## config.mk

```make
export PLATFORM = sky130hd
export DESIGN_NAME = dfsb_bank
export DESIGN_NICKNAME = d
export VERILOG_FILES = /design/src/dfsb_pkg.sv /design/src/dfsb_bank.sv
export SDC_FILE = /design/constraint.sdc
export NUM_CORES = 1
export LEC_CHECK = 0
export BUFFER_PORTS_ARGS = -buffer_cell sky130_fd_sc_hd__buf_2
export CORE_MARGIN = 10
export CORE_UTILIZATION = 40
export CTS_CLUSTER_SIZE = 30
export DETAILED_ROUTE_END_ITERATION = 12
export PLACE_DENSITY = 0.65
export SLEW_MARGIN = 15
export SYNTH_ARGS = -nofsm -noshare
export SYNTH_HDL_FRONTEND = slang
export SYNTH_SLANG_ARGS = --single-unit
```

## constraint.sdc

```tcl
create_clock -name clk -period 3.8 [get_ports clk]
set_input_delay 0.76 -clock clk [delete_from_list [all_inputs] [get_ports clk]]
set_output_delay 0.76 -clock clk [all_outputs]
set_load 0.01 [all_outputs]
```

## src/dfsb_pkg.sv

```systemverilog
/*
 diag fault status bank package: register indices, field positions,
 widths and reset values shared by the bank and its bench.
 assumes an apb slave with 32-bit data and word-aligned registers.
*/
package dfsb_pkg;
	localparam int DFSB_ADDR_W = 16;
	localparam int DFSB_DATA_W = 32;
	localparam int DFSB_IDX_W  = 14;
	localparam int DFSB_REG_W  = 8;
	localparam int DFSB_CH6_W  = 6;
	localparam int DFSB_MISC_W = 2;
	localparam int DFSB_NREG   = 8;
	localparam int DFSB_PAD8_W = DFSB_DATA_W - DFSB_REG_W;
	localparam int DFSB_PAD6_W = DFSB_DATA_W - DFSB_CH6_W;
	localparam int DFSB_PAD2_W = DFSB_DATA_W - DFSB_MISC_W;
	localparam int DFSB_NPIN   = 2 * DFSB_REG_W;
	// byte address = index * 4
	localparam logic [1:0] DFSB_ALIGN = 2'h0;
	localparam logic [DFSB_IDX_W-1:0] DFSB_IDX_UT    = 14'h0541;
	localparam logic [DFSB_IDX_W-1:0] DFSB_IDX_PIN   = 14'h0543;
	localparam logic [DFSB_IDX_W-1:0] DFSB_IDX_CELL  = 14'h0546;
	localparam logic [DFSB_IDX_W-1:0] DFSB_IDX_IOW   = 14'h0549;
	localparam logic [DFSB_IDX_W-1:0] DFSB_IDX_BOW   = 14'h054C;
	localparam logic [DFSB_IDX_W-1:0] DFSB_IDX_BSW   = 14'h054F;
	localparam logic [DFSB_IDX_W-1:0] DFSB_IDX_MISC  = 14'h0550;
	localparam logic [DFSB_IDX_W-1:0] DFSB_IDX_PWR1  = 14'h0552;
	localparam logic [DFSB_IDX_W-1:0] DFSB_IDX_INTST = 14'h0560;
	localparam logic [DFSB_IDX_W-1:0] DFSB_IDX_INTMK = 14'h0561;
	// positions in the interrupt status, mask and fault clear vectors
	localparam int DFSB_EV_UT   = 0;
	localparam int DFSB_EV_PIN  = 1;
	localparam int DFSB_EV_CELL = 2;
	localparam int DFSB_EV_IOW  = 3;
	localparam int DFSB_EV_BOW  = 4;
	localparam int DFSB_EV_BSW  = 5;
	localparam int DFSB_EV_MISC = 6;
	localparam int DFSB_EV_PWR1 = 7;
	// misc compare field positions
	localparam int DFSB_MISC_LPF   = 0;
	localparam int DFSB_MISC_ABORT = 1;
	// supply fault field positions
	localparam int DFSB_PWR_AREG_OV  = 0;
	localparam int DFSB_PWR_AOSC     = 1;
	localparam int DFSB_PWR_DREG_OV  = 2;
	localparam int DFSB_PWR_CREG_OV  = 3;
	localparam int DFSB_PWR_CREG_UV  = 4;
	localparam int DFSB_PWR_HREF_OP  = 5;
	localparam int DFSB_PWR_DGND_OP  = 6;
	localparam int DFSB_PWR_CGND_OP  = 7;
	localparam logic [DFSB_REG_W-1:0]  DFSB_RST8 = 8'h00;
	localparam logic [DFSB_CH6_W-1:0]  DFSB_RST6 = 6'h00;
	localparam logic [DFSB_MISC_W-1:0] DFSB_RST2 = 2'h0;
	localparam logic [DFSB_DATA_W-1:0] DFSB_RST32 = 32'h0000_0000;
endpackage

```

## src/dfsb_bank.sv

```systemverilog
/*
 diag fault status bank: read-only fault status registers of a battery
 monitor, an apb slave, and a masked read-to-clear interrupt.
 assumes diagnostic engines on clk give a one-cycle done strobe with
 their result, comparator and supply fault levels come asynchronously,
 and a separate fault-clear block pulses fault_clear per register.
*/
// The APB slave port was chosen for this implementation.
`timescale 1ns/1ps

// Overview of operation
// - eight undertemperature bits, bit n for auxiliary input n+1.
// - auxiliary pin main versus aux adc compare: 1 fail, 0 pass.
// - cells one to six voltage compare fail bits; bits 7 and 6 reserved.
// - cells one to six input open-wire fail bits; pass reads zero.
// - balancing switch open-wire results in bits 0 to 5, 1 fail.
// - balancing switch transistor results in bits 0 to 5, 1 fail.
// - bit 1 flags last adc compare run aborted on bad setting.
// - bit 0 of misc compare holds filter diagnostic result.
// - open core ground, digital ground, high reference return in bits 7,6,5.
// - core uv bit 4, core ov bit 3, digital ov bit 2, analog ov bit 0.
// - bit 1 flags analog supply oscillation outside its limits.
module dfsb_bank
	import dfsb_pkg::*;
(
	input  wire logic                   clk,
	input  wire logic                   rst,
	input  wire logic                   ce,
	input  wire logic                   psel,
	input  wire logic                   penable,
	input  wire logic                   pwrite,
	input  wire logic [DFSB_ADDR_W-1:0] paddr,
	input  wire logic [DFSB_DATA_W-1:0] pwdata,
	output logic      [DFSB_DATA_W-1:0] prdata,
	output logic                        pready,
	output logic                        pslverr,
	output logic                        irq,
	input  wire logic [DFSB_REG_W-1:0]  undertemp_detect_bit,
	input  wire logic [DFSB_REG_W-1:0]  supply_fault_raw,
	input  wire logic                   pin_cmp_done,
	input  wire logic [DFSB_REG_W-1:0]  aux_pin_compare_fail,
	input  wire logic                   cell_cmp_done,
	input  wire logic [DFSB_CH6_W-1:0]  channel_voltage_compare_fail,
	input  wire logic                   input_ow_done,
	input  wire logic [DFSB_CH6_W-1:0]  input_open_wire_fail,
	input  wire logic                   bal_ow_done,
	input  wire logic [DFSB_CH6_W-1:0]  balance_open_wire_fail,
	input  wire logic                   bal_sw_done,
	input  wire logic [DFSB_CH6_W-1:0]  balance_switch_fail,
	input  wire logic                   adc_cmp_done,
	input  wire logic                   adc_cmp_abort,
	input  wire logic                   filter_diag_done,
	input  wire logic                   filter_diag_fail,
	input  wire logic [DFSB_NREG-1:0]   fault_clear
);

	logic [DFSB_NPIN-1:0]    pin_raw;
	logic [DFSB_NPIN-1:0]    pin_s1_ff;
	logic [DFSB_NPIN-1:0]    pin_s2_ff;
	logic [DFSB_NPIN-1:0]    pin_s3_ff;
	logic [DFSB_NPIN-1:0]    pin_ok_ff;
	logic [DFSB_REG_W-1:0]   ut_lvl;
	logic [DFSB_REG_W-1:0]   pwr_lvl;

	logic [DFSB_REG_W-1:0]   undertemp_status_ff;
	logic [DFSB_REG_W-1:0]   aux_pin_compare_status_ff;
	logic [DFSB_CH6_W-1:0]   cell_compare_status_ff;
	logic [DFSB_CH6_W-1:0]   input_open_wire_status_ff;
	logic [DFSB_CH6_W-1:0]   balance_open_wire_status_ff;
	logic [DFSB_CH6_W-1:0]   balance_switch_status_ff;
	logic [DFSB_MISC_W-1:0]  misc_compare_status_ff;
	logic [DFSB_REG_W-1:0]   supply_fault_status_one_ff;

	logic [DFSB_REG_W-1:0]   nxt_undertemp_status;
	logic [DFSB_REG_W-1:0]   nxt_aux_pin_compare_status;
	logic [DFSB_CH6_W-1:0]   nxt_cell_compare_status;
	logic [DFSB_CH6_W-1:0]   nxt_input_open_wire_status;
	logic [DFSB_CH6_W-1:0]   nxt_balance_open_wire_status;
	logic [DFSB_CH6_W-1:0]   nxt_balance_switch_status;
	logic [DFSB_MISC_W-1:0]  nxt_misc_compare_status;
	logic [DFSB_REG_W-1:0]   nxt_supply_fault_status_one;

	logic [DFSB_NREG-1:0]    int_status_ff;
	logic [DFSB_NREG-1:0]    nxt_int_status;
	logic [DFSB_NREG-1:0]    int_mask_ff;
	logic [DFSB_NREG-1:0]    ev;

	logic [DFSB_IDX_W-1:0]   idx;
	logic                    aligned;
	logic                    hit;
	logic                    take;
	logic                    done;
	logic [DFSB_DATA_W-1:0]  rdata;

	logic [DFSB_DATA_W-1:0]  prdata_ff;
	logic                    pready_ff;
	logic                    pslverr_ff;
	logic                    irq_ff;

	// comparator and supply levels come from analog, so resynchronise
	assign pin_raw = {supply_fault_raw, undertemp_detect_bit};

	generate
		for (genvar i = 0; i < DFSB_NPIN; i++) begin : g_sync
			always_ff @(posedge clk) begin
				if (rst) begin
					pin_s1_ff[i] <= 1'b0;
					pin_s2_ff[i] <= 1'b0;
					pin_s3_ff[i] <= 1'b0;
				end else if (ce) begin
					pin_s1_ff[i] <= pin_raw[i];
					pin_s2_ff[i] <= pin_s1_ff[i];
					pin_s3_ff[i] <= pin_s2_ff[i];
				end
			end

			// a change is accepted only once stages two and three agree
			always_ff @(posedge clk) begin
				if (rst) begin
					pin_ok_ff[i] <= 1'b0;
				end else if (ce && (pin_s2_ff[i] == pin_s3_ff[i])) begin
					pin_ok_ff[i] <= pin_s3_ff[i];
				end
			end
		end
	endgenerate

	assign ut_lvl  = pin_ok_ff[DFSB_REG_W-1:0];
	assign pwr_lvl = pin_ok_ff[DFSB_NPIN-1:DFSB_REG_W];

	// comparator faults latch until cleared; a live fault beats a clear
	always_comb begin
		nxt_undertemp_status = undertemp_status_ff;
		if (fault_clear[DFSB_EV_UT]) begin
			nxt_undertemp_status = DFSB_RST8;
		end
		nxt_undertemp_status = nxt_undertemp_status | ut_lvl;
	end

	// supply faults keep their bit positions straight from the level vector
	always_comb begin
		nxt_supply_fault_status_one = supply_fault_status_one_ff;
		if (fault_clear[DFSB_EV_PWR1]) begin
			// oscillation flag after wake is cleared here by the host
			nxt_supply_fault_status_one = DFSB_RST8;
		end
		nxt_supply_fault_status_one[DFSB_PWR_CGND_OP] =
			nxt_supply_fault_status_one[DFSB_PWR_CGND_OP] | pwr_lvl[DFSB_PWR_CGND_OP];
		nxt_supply_fault_status_one[DFSB_PWR_DGND_OP] =
			nxt_supply_fault_status_one[DFSB_PWR_DGND_OP] | pwr_lvl[DFSB_PWR_DGND_OP];
		nxt_supply_fault_status_one[DFSB_PWR_HREF_OP] =
			nxt_supply_fault_status_one[DFSB_PWR_HREF_OP] | pwr_lvl[DFSB_PWR_HREF_OP];
		nxt_supply_fault_status_one[DFSB_PWR_CREG_UV] =
			nxt_supply_fault_status_one[DFSB_PWR_CREG_UV] | pwr_lvl[DFSB_PWR_CREG_UV];
		nxt_supply_fault_status_one[DFSB_PWR_CREG_OV] =
			nxt_supply_fault_status_one[DFSB_PWR_CREG_OV] | pwr_lvl[DFSB_PWR_CREG_OV];
		nxt_supply_fault_status_one[DFSB_PWR_DREG_OV] =
			nxt_supply_fault_status_one[DFSB_PWR_DREG_OV] | pwr_lvl[DFSB_PWR_DREG_OV];
		nxt_supply_fault_status_one[DFSB_PWR_AOSC] =
			nxt_supply_fault_status_one[DFSB_PWR_AOSC] | pwr_lvl[DFSB_PWR_AOSC];
		nxt_supply_fault_status_one[DFSB_PWR_AREG_OV] =
			nxt_supply_fault_status_one[DFSB_PWR_AREG_OV] | pwr_lvl[DFSB_PWR_AREG_OV];
	end

	// diagnostic results replace the old ones on each done strobe,
	// so a pass writes zero; a fresh result beats a clear
	always_comb begin
		nxt_aux_pin_compare_status = aux_pin_compare_status_ff;
		if (fault_clear[DFSB_EV_PIN]) begin
			nxt_aux_pin_compare_status = DFSB_RST8;
		end
		if (pin_cmp_done) begin
			nxt_aux_pin_compare_status = aux_pin_compare_fail;
		end
	end

	always_comb begin
		nxt_cell_compare_status = cell_compare_status_ff;
		if (fault_clear[DFSB_EV_CELL]) begin
			nxt_cell_compare_status = DFSB_RST6;
		end
		if (cell_cmp_done) begin
			nxt_cell_compare_status = channel_voltage_compare_fail;
		end
	end

	always_comb begin
		nxt_input_open_wire_status = input_open_wire_status_ff;
		if (fault_clear[DFSB_EV_IOW]) begin
			nxt_input_open_wire_status = DFSB_RST6;
		end
		if (input_ow_done) begin
			nxt_input_open_wire_status = input_open_wire_fail;
		end
	end

	always_comb begin
		nxt_balance_open_wire_status = balance_open_wire_status_ff;
		if (fault_clear[DFSB_EV_BOW]) begin
			nxt_balance_open_wire_status = DFSB_RST6;
		end
		if (bal_ow_done) begin
			nxt_balance_open_wire_status = balance_open_wire_fail;
		end
	end

	always_comb begin
		nxt_balance_switch_status = balance_switch_status_ff;
		if (fault_clear[DFSB_EV_BSW]) begin
			nxt_balance_switch_status = DFSB_RST6;
		end
		if (bal_sw_done) begin
			nxt_balance_switch_status = balance_switch_fail;
		end
	end

	// abort and filter results come from separate engines, each its own strobe
	always_comb begin
		nxt_misc_compare_status = misc_compare_status_ff;
		if (fault_clear[DFSB_EV_MISC]) begin
			nxt_misc_compare_status = DFSB_RST2;
		end
		if (adc_cmp_done) begin
			nxt_misc_compare_status[DFSB_MISC_ABORT] = adc_cmp_abort;
		end
		if (filter_diag_done) begin
			nxt_misc_compare_status[DFSB_MISC_LPF] = filter_diag_fail;
		end
	end

	// status registers are never loaded from the bus
	always_ff @(posedge clk) begin
		if (rst) begin
			undertemp_status_ff         <= DFSB_RST8;
			aux_pin_compare_status_ff   <= DFSB_RST8;
			cell_compare_status_ff      <= DFSB_RST6;
			input_open_wire_status_ff   <= DFSB_RST6;
			balance_open_wire_status_ff <= DFSB_RST6;
			balance_switch_status_ff    <= DFSB_RST6;
			misc_compare_status_ff      <= DFSB_RST2;
			supply_fault_status_one_ff  <= DFSB_RST8;
		end else if (ce) begin
			undertemp_status_ff         <= nxt_undertemp_status;
			aux_pin_compare_status_ff   <= nxt_aux_pin_compare_status;
			cell_compare_status_ff      <= nxt_cell_compare_status;
			input_open_wire_status_ff   <= nxt_input_open_wire_status;
			balance_open_wire_status_ff <= nxt_balance_open_wire_status;
			balance_switch_status_ff    <= nxt_balance_switch_status;
			misc_compare_status_ff      <= nxt_misc_compare_status;
			supply_fault_status_one_ff  <= nxt_supply_fault_status_one;
		end
	end

	// an event is any status bit going from zero to one
	always_comb begin
		ev = '0;
		ev[DFSB_EV_UT]   = |(nxt_undertemp_status & ~undertemp_status_ff);
		ev[DFSB_EV_PIN]  = |(nxt_aux_pin_compare_status & ~aux_pin_compare_status_ff);
		ev[DFSB_EV_CELL] = |(nxt_cell_compare_status & ~cell_compare_status_ff);
		ev[DFSB_EV_IOW]  = |(nxt_input_open_wire_status & ~input_open_wire_status_ff);
		ev[DFSB_EV_BOW]  = |(nxt_balance_open_wire_status & ~balance_open_wire_status_ff);
		ev[DFSB_EV_BSW]  = |(nxt_balance_switch_status & ~balance_switch_status_ff);
		ev[DFSB_EV_MISC] = |(nxt_misc_compare_status & ~misc_compare_status_ff);
		ev[DFSB_EV_PWR1] = |(nxt_supply_fault_status_one & ~supply_fault_status_one_ff);
	end

	// apb decode; one wait state keeps read data straight from a flop
	assign idx     = paddr[DFSB_ADDR_W-1:2];
	assign aligned = (paddr[1:0] == DFSB_ALIGN);
	assign take    = psel & penable & ~pready_ff;
	assign done    = psel & penable & pready_ff;

	always_comb begin
		hit   = aligned;
		rdata = DFSB_RST32;
		case (idx)
			DFSB_IDX_UT: begin
				rdata = {{DFSB_PAD8_W{1'b0}}, undertemp_status_ff};
			end
			DFSB_IDX_PIN: begin
				rdata = {{DFSB_PAD8_W{1'b0}}, aux_pin_compare_status_ff};
			end
			DFSB_IDX_CELL: begin
				rdata = {{DFSB_PAD6_W{1'b0}}, cell_compare_status_ff};
			end
			DFSB_IDX_IOW: begin
				rdata = {{DFSB_PAD6_W{1'b0}}, input_open_wire_status_ff};
			end
			DFSB_IDX_BOW: begin
				rdata = {{DFSB_PAD6_W{1'b0}}, balance_open_wire_status_ff};
			end
			DFSB_IDX_BSW: begin
				rdata = {{DFSB_PAD6_W{1'b0}}, balance_switch_status_ff};
			end
			DFSB_IDX_MISC: begin
				rdata = {{DFSB_PAD2_W{1'b0}}, misc_compare_status_ff};
			end
			DFSB_IDX_PWR1: begin
				rdata = {{DFSB_PAD8_W{1'b0}}, supply_fault_status_one_ff};
			end
			DFSB_IDX_INTST: begin
				rdata = {{DFSB_PAD8_W{1'b0}}, int_status_ff};
			end
			DFSB_IDX_INTMK: begin
				rdata = {{DFSB_PAD8_W{1'b0}}, int_mask_ff};
			end
			default: begin
				hit = 1'b0;
			end
		endcase
	end

	always_ff @(posedge clk) begin
		if (rst) begin
			pready_ff <= 1'b0;
		end else if (ce) begin
			pready_ff <= take;
		end
	end

	// writes to status addresses complete without error and change nothing
	always_ff @(posedge clk) begin
		if (rst) begin
			pslverr_ff <= 1'b0;
		end else if (ce) begin
			pslverr_ff <= take & ~hit;
		end
	end

	always_ff @(posedge clk) begin
		if (rst) begin
			prdata_ff <= DFSB_RST32;
		end else if (ce && take) begin
			prdata_ff <= pwrite ? DFSB_RST32 : rdata;
		end
	end

	always_ff @(posedge clk) begin
		if (rst) begin
			int_mask_ff <= DFSB_RST8;
		end else if (ce && done && pwrite && aligned && (idx == DFSB_IDX_INTMK)) begin
			int_mask_ff <= pwdata[DFSB_NREG-1:0];
		end
	end

	// read clear happens at the edge the data is captured, and a new
	// event in that same edge survives
	always_comb begin
		nxt_int_status = int_status_ff;
		if (take && !pwrite && aligned && (idx == DFSB_IDX_INTST)) begin
			nxt_int_status = DFSB_RST8;
		end
		nxt_int_status = nxt_int_status | ev;
	end

	always_ff @(posedge clk) begin
		if (rst) begin
			int_status_ff <= DFSB_RST8;
		end else if (ce) begin
			int_status_ff <= nxt_int_status;
		end
	end

	always_ff @(posedge clk) begin
		if (rst) begin
			irq_ff <= 1'b0;
		end else if (ce) begin
			irq_ff <= |(nxt_int_status & int_mask_ff);
		end
	end

	assign prdata  = prdata_ff;
	assign pready  = pready_ff;
	assign pslverr = pslverr_ff;
	assign irq     = irq_ff;

endmodule

```

After elaboration in Yosys (flattened, before gate mapping)
Index checks and enable logic that the tools add are counted.

Bits in read-only memories: 0. Memories kept: 0. Input bits: 119. RAM bits: 0. Latch bits: 0. Register bits after elaboration: 165.

Div/mod/pow operators: 0. $add $sub $neg: 0. Bitwise operators: 33. Eq/ne operators: 26. $lt $le $gt $ge: 0. Multiply operators: 0. Reductions and logical operators: 36. Shift-type cells: 0. Mux-type cells: 19.

Operators by type and width (count): $eq A14 B11 Y1 const B (10); $pmux W8 S10 (1); $mux W6 (8); $mux W8 (5); $and A8 B8 Y8 (4); $mux W32 (1); $reduce_or A8 Y1 (4); $and A6 B6 Y6 (4); $logic_and A1 B1 Y1 (24); $not A6 Y6 (4); $not A8 Y8 (3); $reduce_or A6 Y1 (4); $eq A1 B1 Y1 (16); $or A8 B8 Y8 (2); $reduce_or A10 Y1 (1); $or A1 B1 Y1 (8); $and A1 B1 Y1 (4); $mux W1 (3); $and A2 B2 Y2 (1); $logic_not A2 Y1 (1); $mux W2 (1); $not A1 Y1 (2); $not A2 Y2 (1); $reduce_or A2 Y1 (1); $logic_not A1 Y1 (1).

Logic depth before layout (Yosys ltp)
Depth in word-level cells: 9. Mapped depth: 8. Gate-level depth less buffers: 6.

Worst setup path before layout
Ideal clock, no wire load.

Path type: input-to-reg. From: in paddr[4]. To: reg int_mask_ff[0]. Data arrival time: 2.173 ns. Stages: 7. Setup time: 0.128 ns. Data required time: 3.672 ns. Slack: 1.500 ns. Path through: buf_6 nor4b_4 nand2_4 nor4b_4 nand4_4 mux2i_1 nor2_1.

Longest elaborated chain between the ends: 2.

Ends and longest elaborated chain: start: declaration (line dfsb_bank.sv:32) `input wire logic [DFSB_ADDR_W-1:0] paddr,`; $eq A14 B11 Y1 (line dfsb_bank.sv:341) `end else if (ce && done && pwrite && aligned && (idx == DFSB_IDX_INTMK)) begin`; $logic_and A1 B1 Y1 (line dfsb_bank.sv:341); end signal: assignment (line dfsb_bank.sv:342) `int_mask_ff <= pwdata[DFSB_NREG-1:0];`; end: declaration (line dfsb_bank.sv:85) `logic [DFSB_NREG-1:0] int_mask_ff;`.

No other way between the ends. A chain may end at the register's enable or synchronous reset.

Final worst setup path
From: in paddr[6]. To: reg prdata_ff[0], in the netlist prdata[0].

Longest elaborated chain between the ends: 3. Elaborated cells on any way between the ends: 12. Those cells by class: eq/ne: 10; mux: 2.

Ends and longest elaborated chain: $eq A14 B11 Y1 (line dfsb_bank.sv:276) `case (idx)`; $pmux W8 S10 * (line dfsb_bank.sv:276); $mux W32 * (line dfsb_bank.sv:334) `prdata_ff <= pwrite ? DFSB_RST32 : rdata;`; end signal: assignment (line dfsb_bank.sv:334); end: declaration (line dfsb_bank.sv:95) `logic [DFSB_DATA_W-1:0] prdata_ff;`.

Every way passes the cells marked *; elsewhere a longest branch is shown, timed or not.

==> impl_results.md <==
* Startpoint class of the critical path: input port
* Top area cells in the synthesized netlist: dfxtp_1 44%, a22oi_1 7.3%, mux2i_1 7.1%
* WP data arrival at ~2800 ps
* Number of antenna-violating nets in the routed design at 0
* Pleak at between 3 and 4 nW
* Tot Pwr at approximately 3.5 mW
* Min Hold Slack at about 450 ps
* Hold Buf Count CTS at 0
* Crit Path Max Fanout at 8
* H-tree lvl count at 4
* Nets at 972
* CP max stage delay at roughly 660 ps
* Fin cells at 1081
* Final Cell Area at roughly 7700 µm²
* Initial antenna violation count at 0
* Worst-path clk slew at approximately 60 ps
* Ys Warns at 0
* Area Overhead vs Synth at 18.2%
* Combinational share of power at between 7 and 8%
* Share of the synthesized area in the top cell type at 43.6%
* Clock Power Share at between 40% and 50%
* Critical Path Source: paddr[6]
* Clock tree buffer depth at 2
* Post-synth top cells: 141 x dfxtp_1, 105 x nor2_1, 91 x nand2_1
* Num Clock Sinks at ~140
* Reg2Reg Launch Point: supply_fault_status_one_ff[3]$_SDFFE_PP0P_
* WP data required at between 4000 and 5000 ps
* I/O pins at between 150 and 200
* Port bufs at 105
* CP max-delay cell: nor4b_2
* Total grt overflow at 0
* Period utilization at between 60% and 70%
* Clock insertion delay at the later pin of the skew report at around 420 ps
* Sequential power share at a little over two fifths
* RSZ-0062 raised after global routing: false
* CP cell instances: buf_2 > nor4b_2 > nor2b_1 > a32oi_1 > o22ai_1 > nor3_1 > a211oi_1
* Total GRT Usage at about 17%
* Sw Ratio at 23.8%
* Via density at 5.39
* Yosys top cell by area: dfxtp_1
* # setup viols final at 0
* # Post-CTS Setup Buffers at 0
* Core Footprint at around 16000 µm²
* Die Span Y at ~150 µm
* Synth unique cells at 64
* Worst setup EP type: flip-flop
* Synth Register Bits at approximately 140
* CTS Buf Count at 17
* Number of max-cap violations at 0
* Post-CTS Resized at 0
* Tightest Pin Transition at 850 ps
* First-pass DRT Iterations at 5
* Total number of vias at slightly below 6000
* Cell internal pwr at about 2.7 mW
* Largest net degree at the start of global routing at between 70 and 80
* Status: completed
* Highest Clock Rate at ~0.41 GHz
* Final hold vios at 0
* Fraction of registers with async set/reset at 0%
* Horiz. Die Dim at approximately 150 µm
* Kind of critical path: input port to flip-flop
* WL final at 18.5 mm
* Die area at about 22000 µm²
* Sequential fraction of the synthesis area at a little over two fifths
* Global-route wire length before repair at about 29 mm
* Cell Pwr Density at about 460 nW/µm²
* Num rows at 46
* Average wire per standard cell at about 17 µm
* Root buf cell: clkbuf_16
* Antenna diode count at 0
* Placed cell count at 1050
* CTS tree: yes
* Sw power at approximately 0.84 mW
* Top_reg_cell synth: dfxtp_1
* Crit path time final at roughly 2500 ps
* Layout cell share with drive strength beyond 1 at around 18%
* DRT iter0 DRCs at 413
* Mean Syn Cell Area at ~8.4 µm²
* Pins over their slew limit at 0
* Clock Skew at 6.71 ps
* Drt drc at 0
* Peak VDD IR at between 0.3 and 0.4 mV
* Post-Syn Area at 6480 µm²
* Setup TNS at 0 ps
* HPWL after detailed placement at between 10 and 15 mm
* Hold Crit Class: flip-flop to flip-flop
* Vias in the first global route at 5452
* Hold Startpoint: prdata[2]$_SDFFE_PP0P_
* Placed inst area at 7040 µm²
* Number of synthesized flops with an enable pin at 0
* Initial core utilization at 40.8%
* Gpl congestion at slightly below 0.9
* Slew HR at between 40 and 50%
* Synthesized instance count at around 770
* Count leader, synth: dfxtp_1
logic make-up after synthesis:
| kind of cell | after synthesis | share of synthesized area [%] |
|---|---|---|
| compound gates | 204 | 21.1 |
| xor+xnor | 2 | 0.270 |
| buf+inv | 115 | 8.36 |
| flops | 141 | 43.6 |
| mux | 51 | 7.97 |
| other cells | 1 | 0.0579 |
| simple gates | 255 | 18.7 |
sequential cells by signal, summed over array words and instances (netlist names), 2 cells and up:
| register | count |
|---|---|
| undertemp_status_ff | 8 |
| pin_s1_ff | 16 |
| int_mask_ff | 8 |
| pin_s2_ff | 16 |
| input_open_wire_status_ff | 6 |
| int_status_ff | 8 |
| misc_compare_status_ff | 2 |
| pin_s3_ff | 16 |
| prdata | 8 |
| pin_ok_ff | 16 |
| aux_pin_compare_status_ff | 8 |
| cell_compare_status_ff | 6 |
| balance_switch_status_ff | 6 |
| supply_fault_status_one_ff | 8 |
| balance_open_wire_status_ff | 6 |
power groups by stage:
stage | sequential, mW | clock (mW) | combinational, mW
detailed placement | 1.58 | 0 | 0.271
global route | 1.56 | 1.80 | 0.305
floorplan | 1.57 | 0 | 0.193
global placement | 1.58 | 0 | 0.268
finish | 1.55 | 1.72 | 0.274
CTS | 1.55 | 1.74 | 0.273
final timing paths:
| path | endpoint | slack [ps] | cells after the start |
|---|---|---|---|
| setup reg to reg | irq$_SDFFE_PP0P_ | 2060 | 5 |
| hold reg to reg | prdata[2]$_SDFFE_PP0P_ | 450 | 2 |
| setup / recovery | prdata[0]$_SDFFE_PP0P_ | 1330 | 7 |
| hold / removal | prdata[2]$_SDFFE_PP0P_ | 450 | 2 |
area by class of cell:
cell class | instances | area, µm²
tap | 216 | 270
sequential | 141 | 2820
timing repair buffer | 108 | 566
clock inverter | 7 | 101
clock buffer | 24 | 512
inverter | 49 | 184
fill | 1605 | 8230
multi-input combinational | 536 | 3200
worst max-delay path: cells and delay by family:
family          cells  cell delay, ps
simple gates        3            1290
compound gates      3             610
buf+inv             1             130
per-layer routing:
layer  vias to the layer above  wire length [µm]  track usage (%)  share of wire, %
li1                       2848                 -                -                 -
met1                      2712              8200             21.1                44
met3                        36              1500             5.41               8.1
met4                         0               510             6.84               2.7
met5                         -                 0                0                 0
met2                       235              8340             25.2                45
cell usage in the layout (no fill, tap or decap), drive strengths merged, types with 4 or more instances in the layout:
master / instances
a22o: 8
nor3: 4
nor4b: 4
a221oi: 5
nor2: 105
clkbuf: 24
inv: 51
and2: 9
o22ai: 27
o21ai: 30
buf: 108
mux2: 5
a32oi: 4
nand3: 11
mux2i: 46
a22oi: 63
nor2b: 5
a21oi: 44
nand2: 93
conb: 24
dfxtp: 141
metrics by stage:
step                      utilization, %  setup WS, ps
after floorplan                        -          1500
after global placement              44.3          1010
after detailed placement            44.3          1000
after CTS                           48.2          1450
after global routing                48.2          1250
final                               48.2          1330
Power figures use the tool's default switching activity.
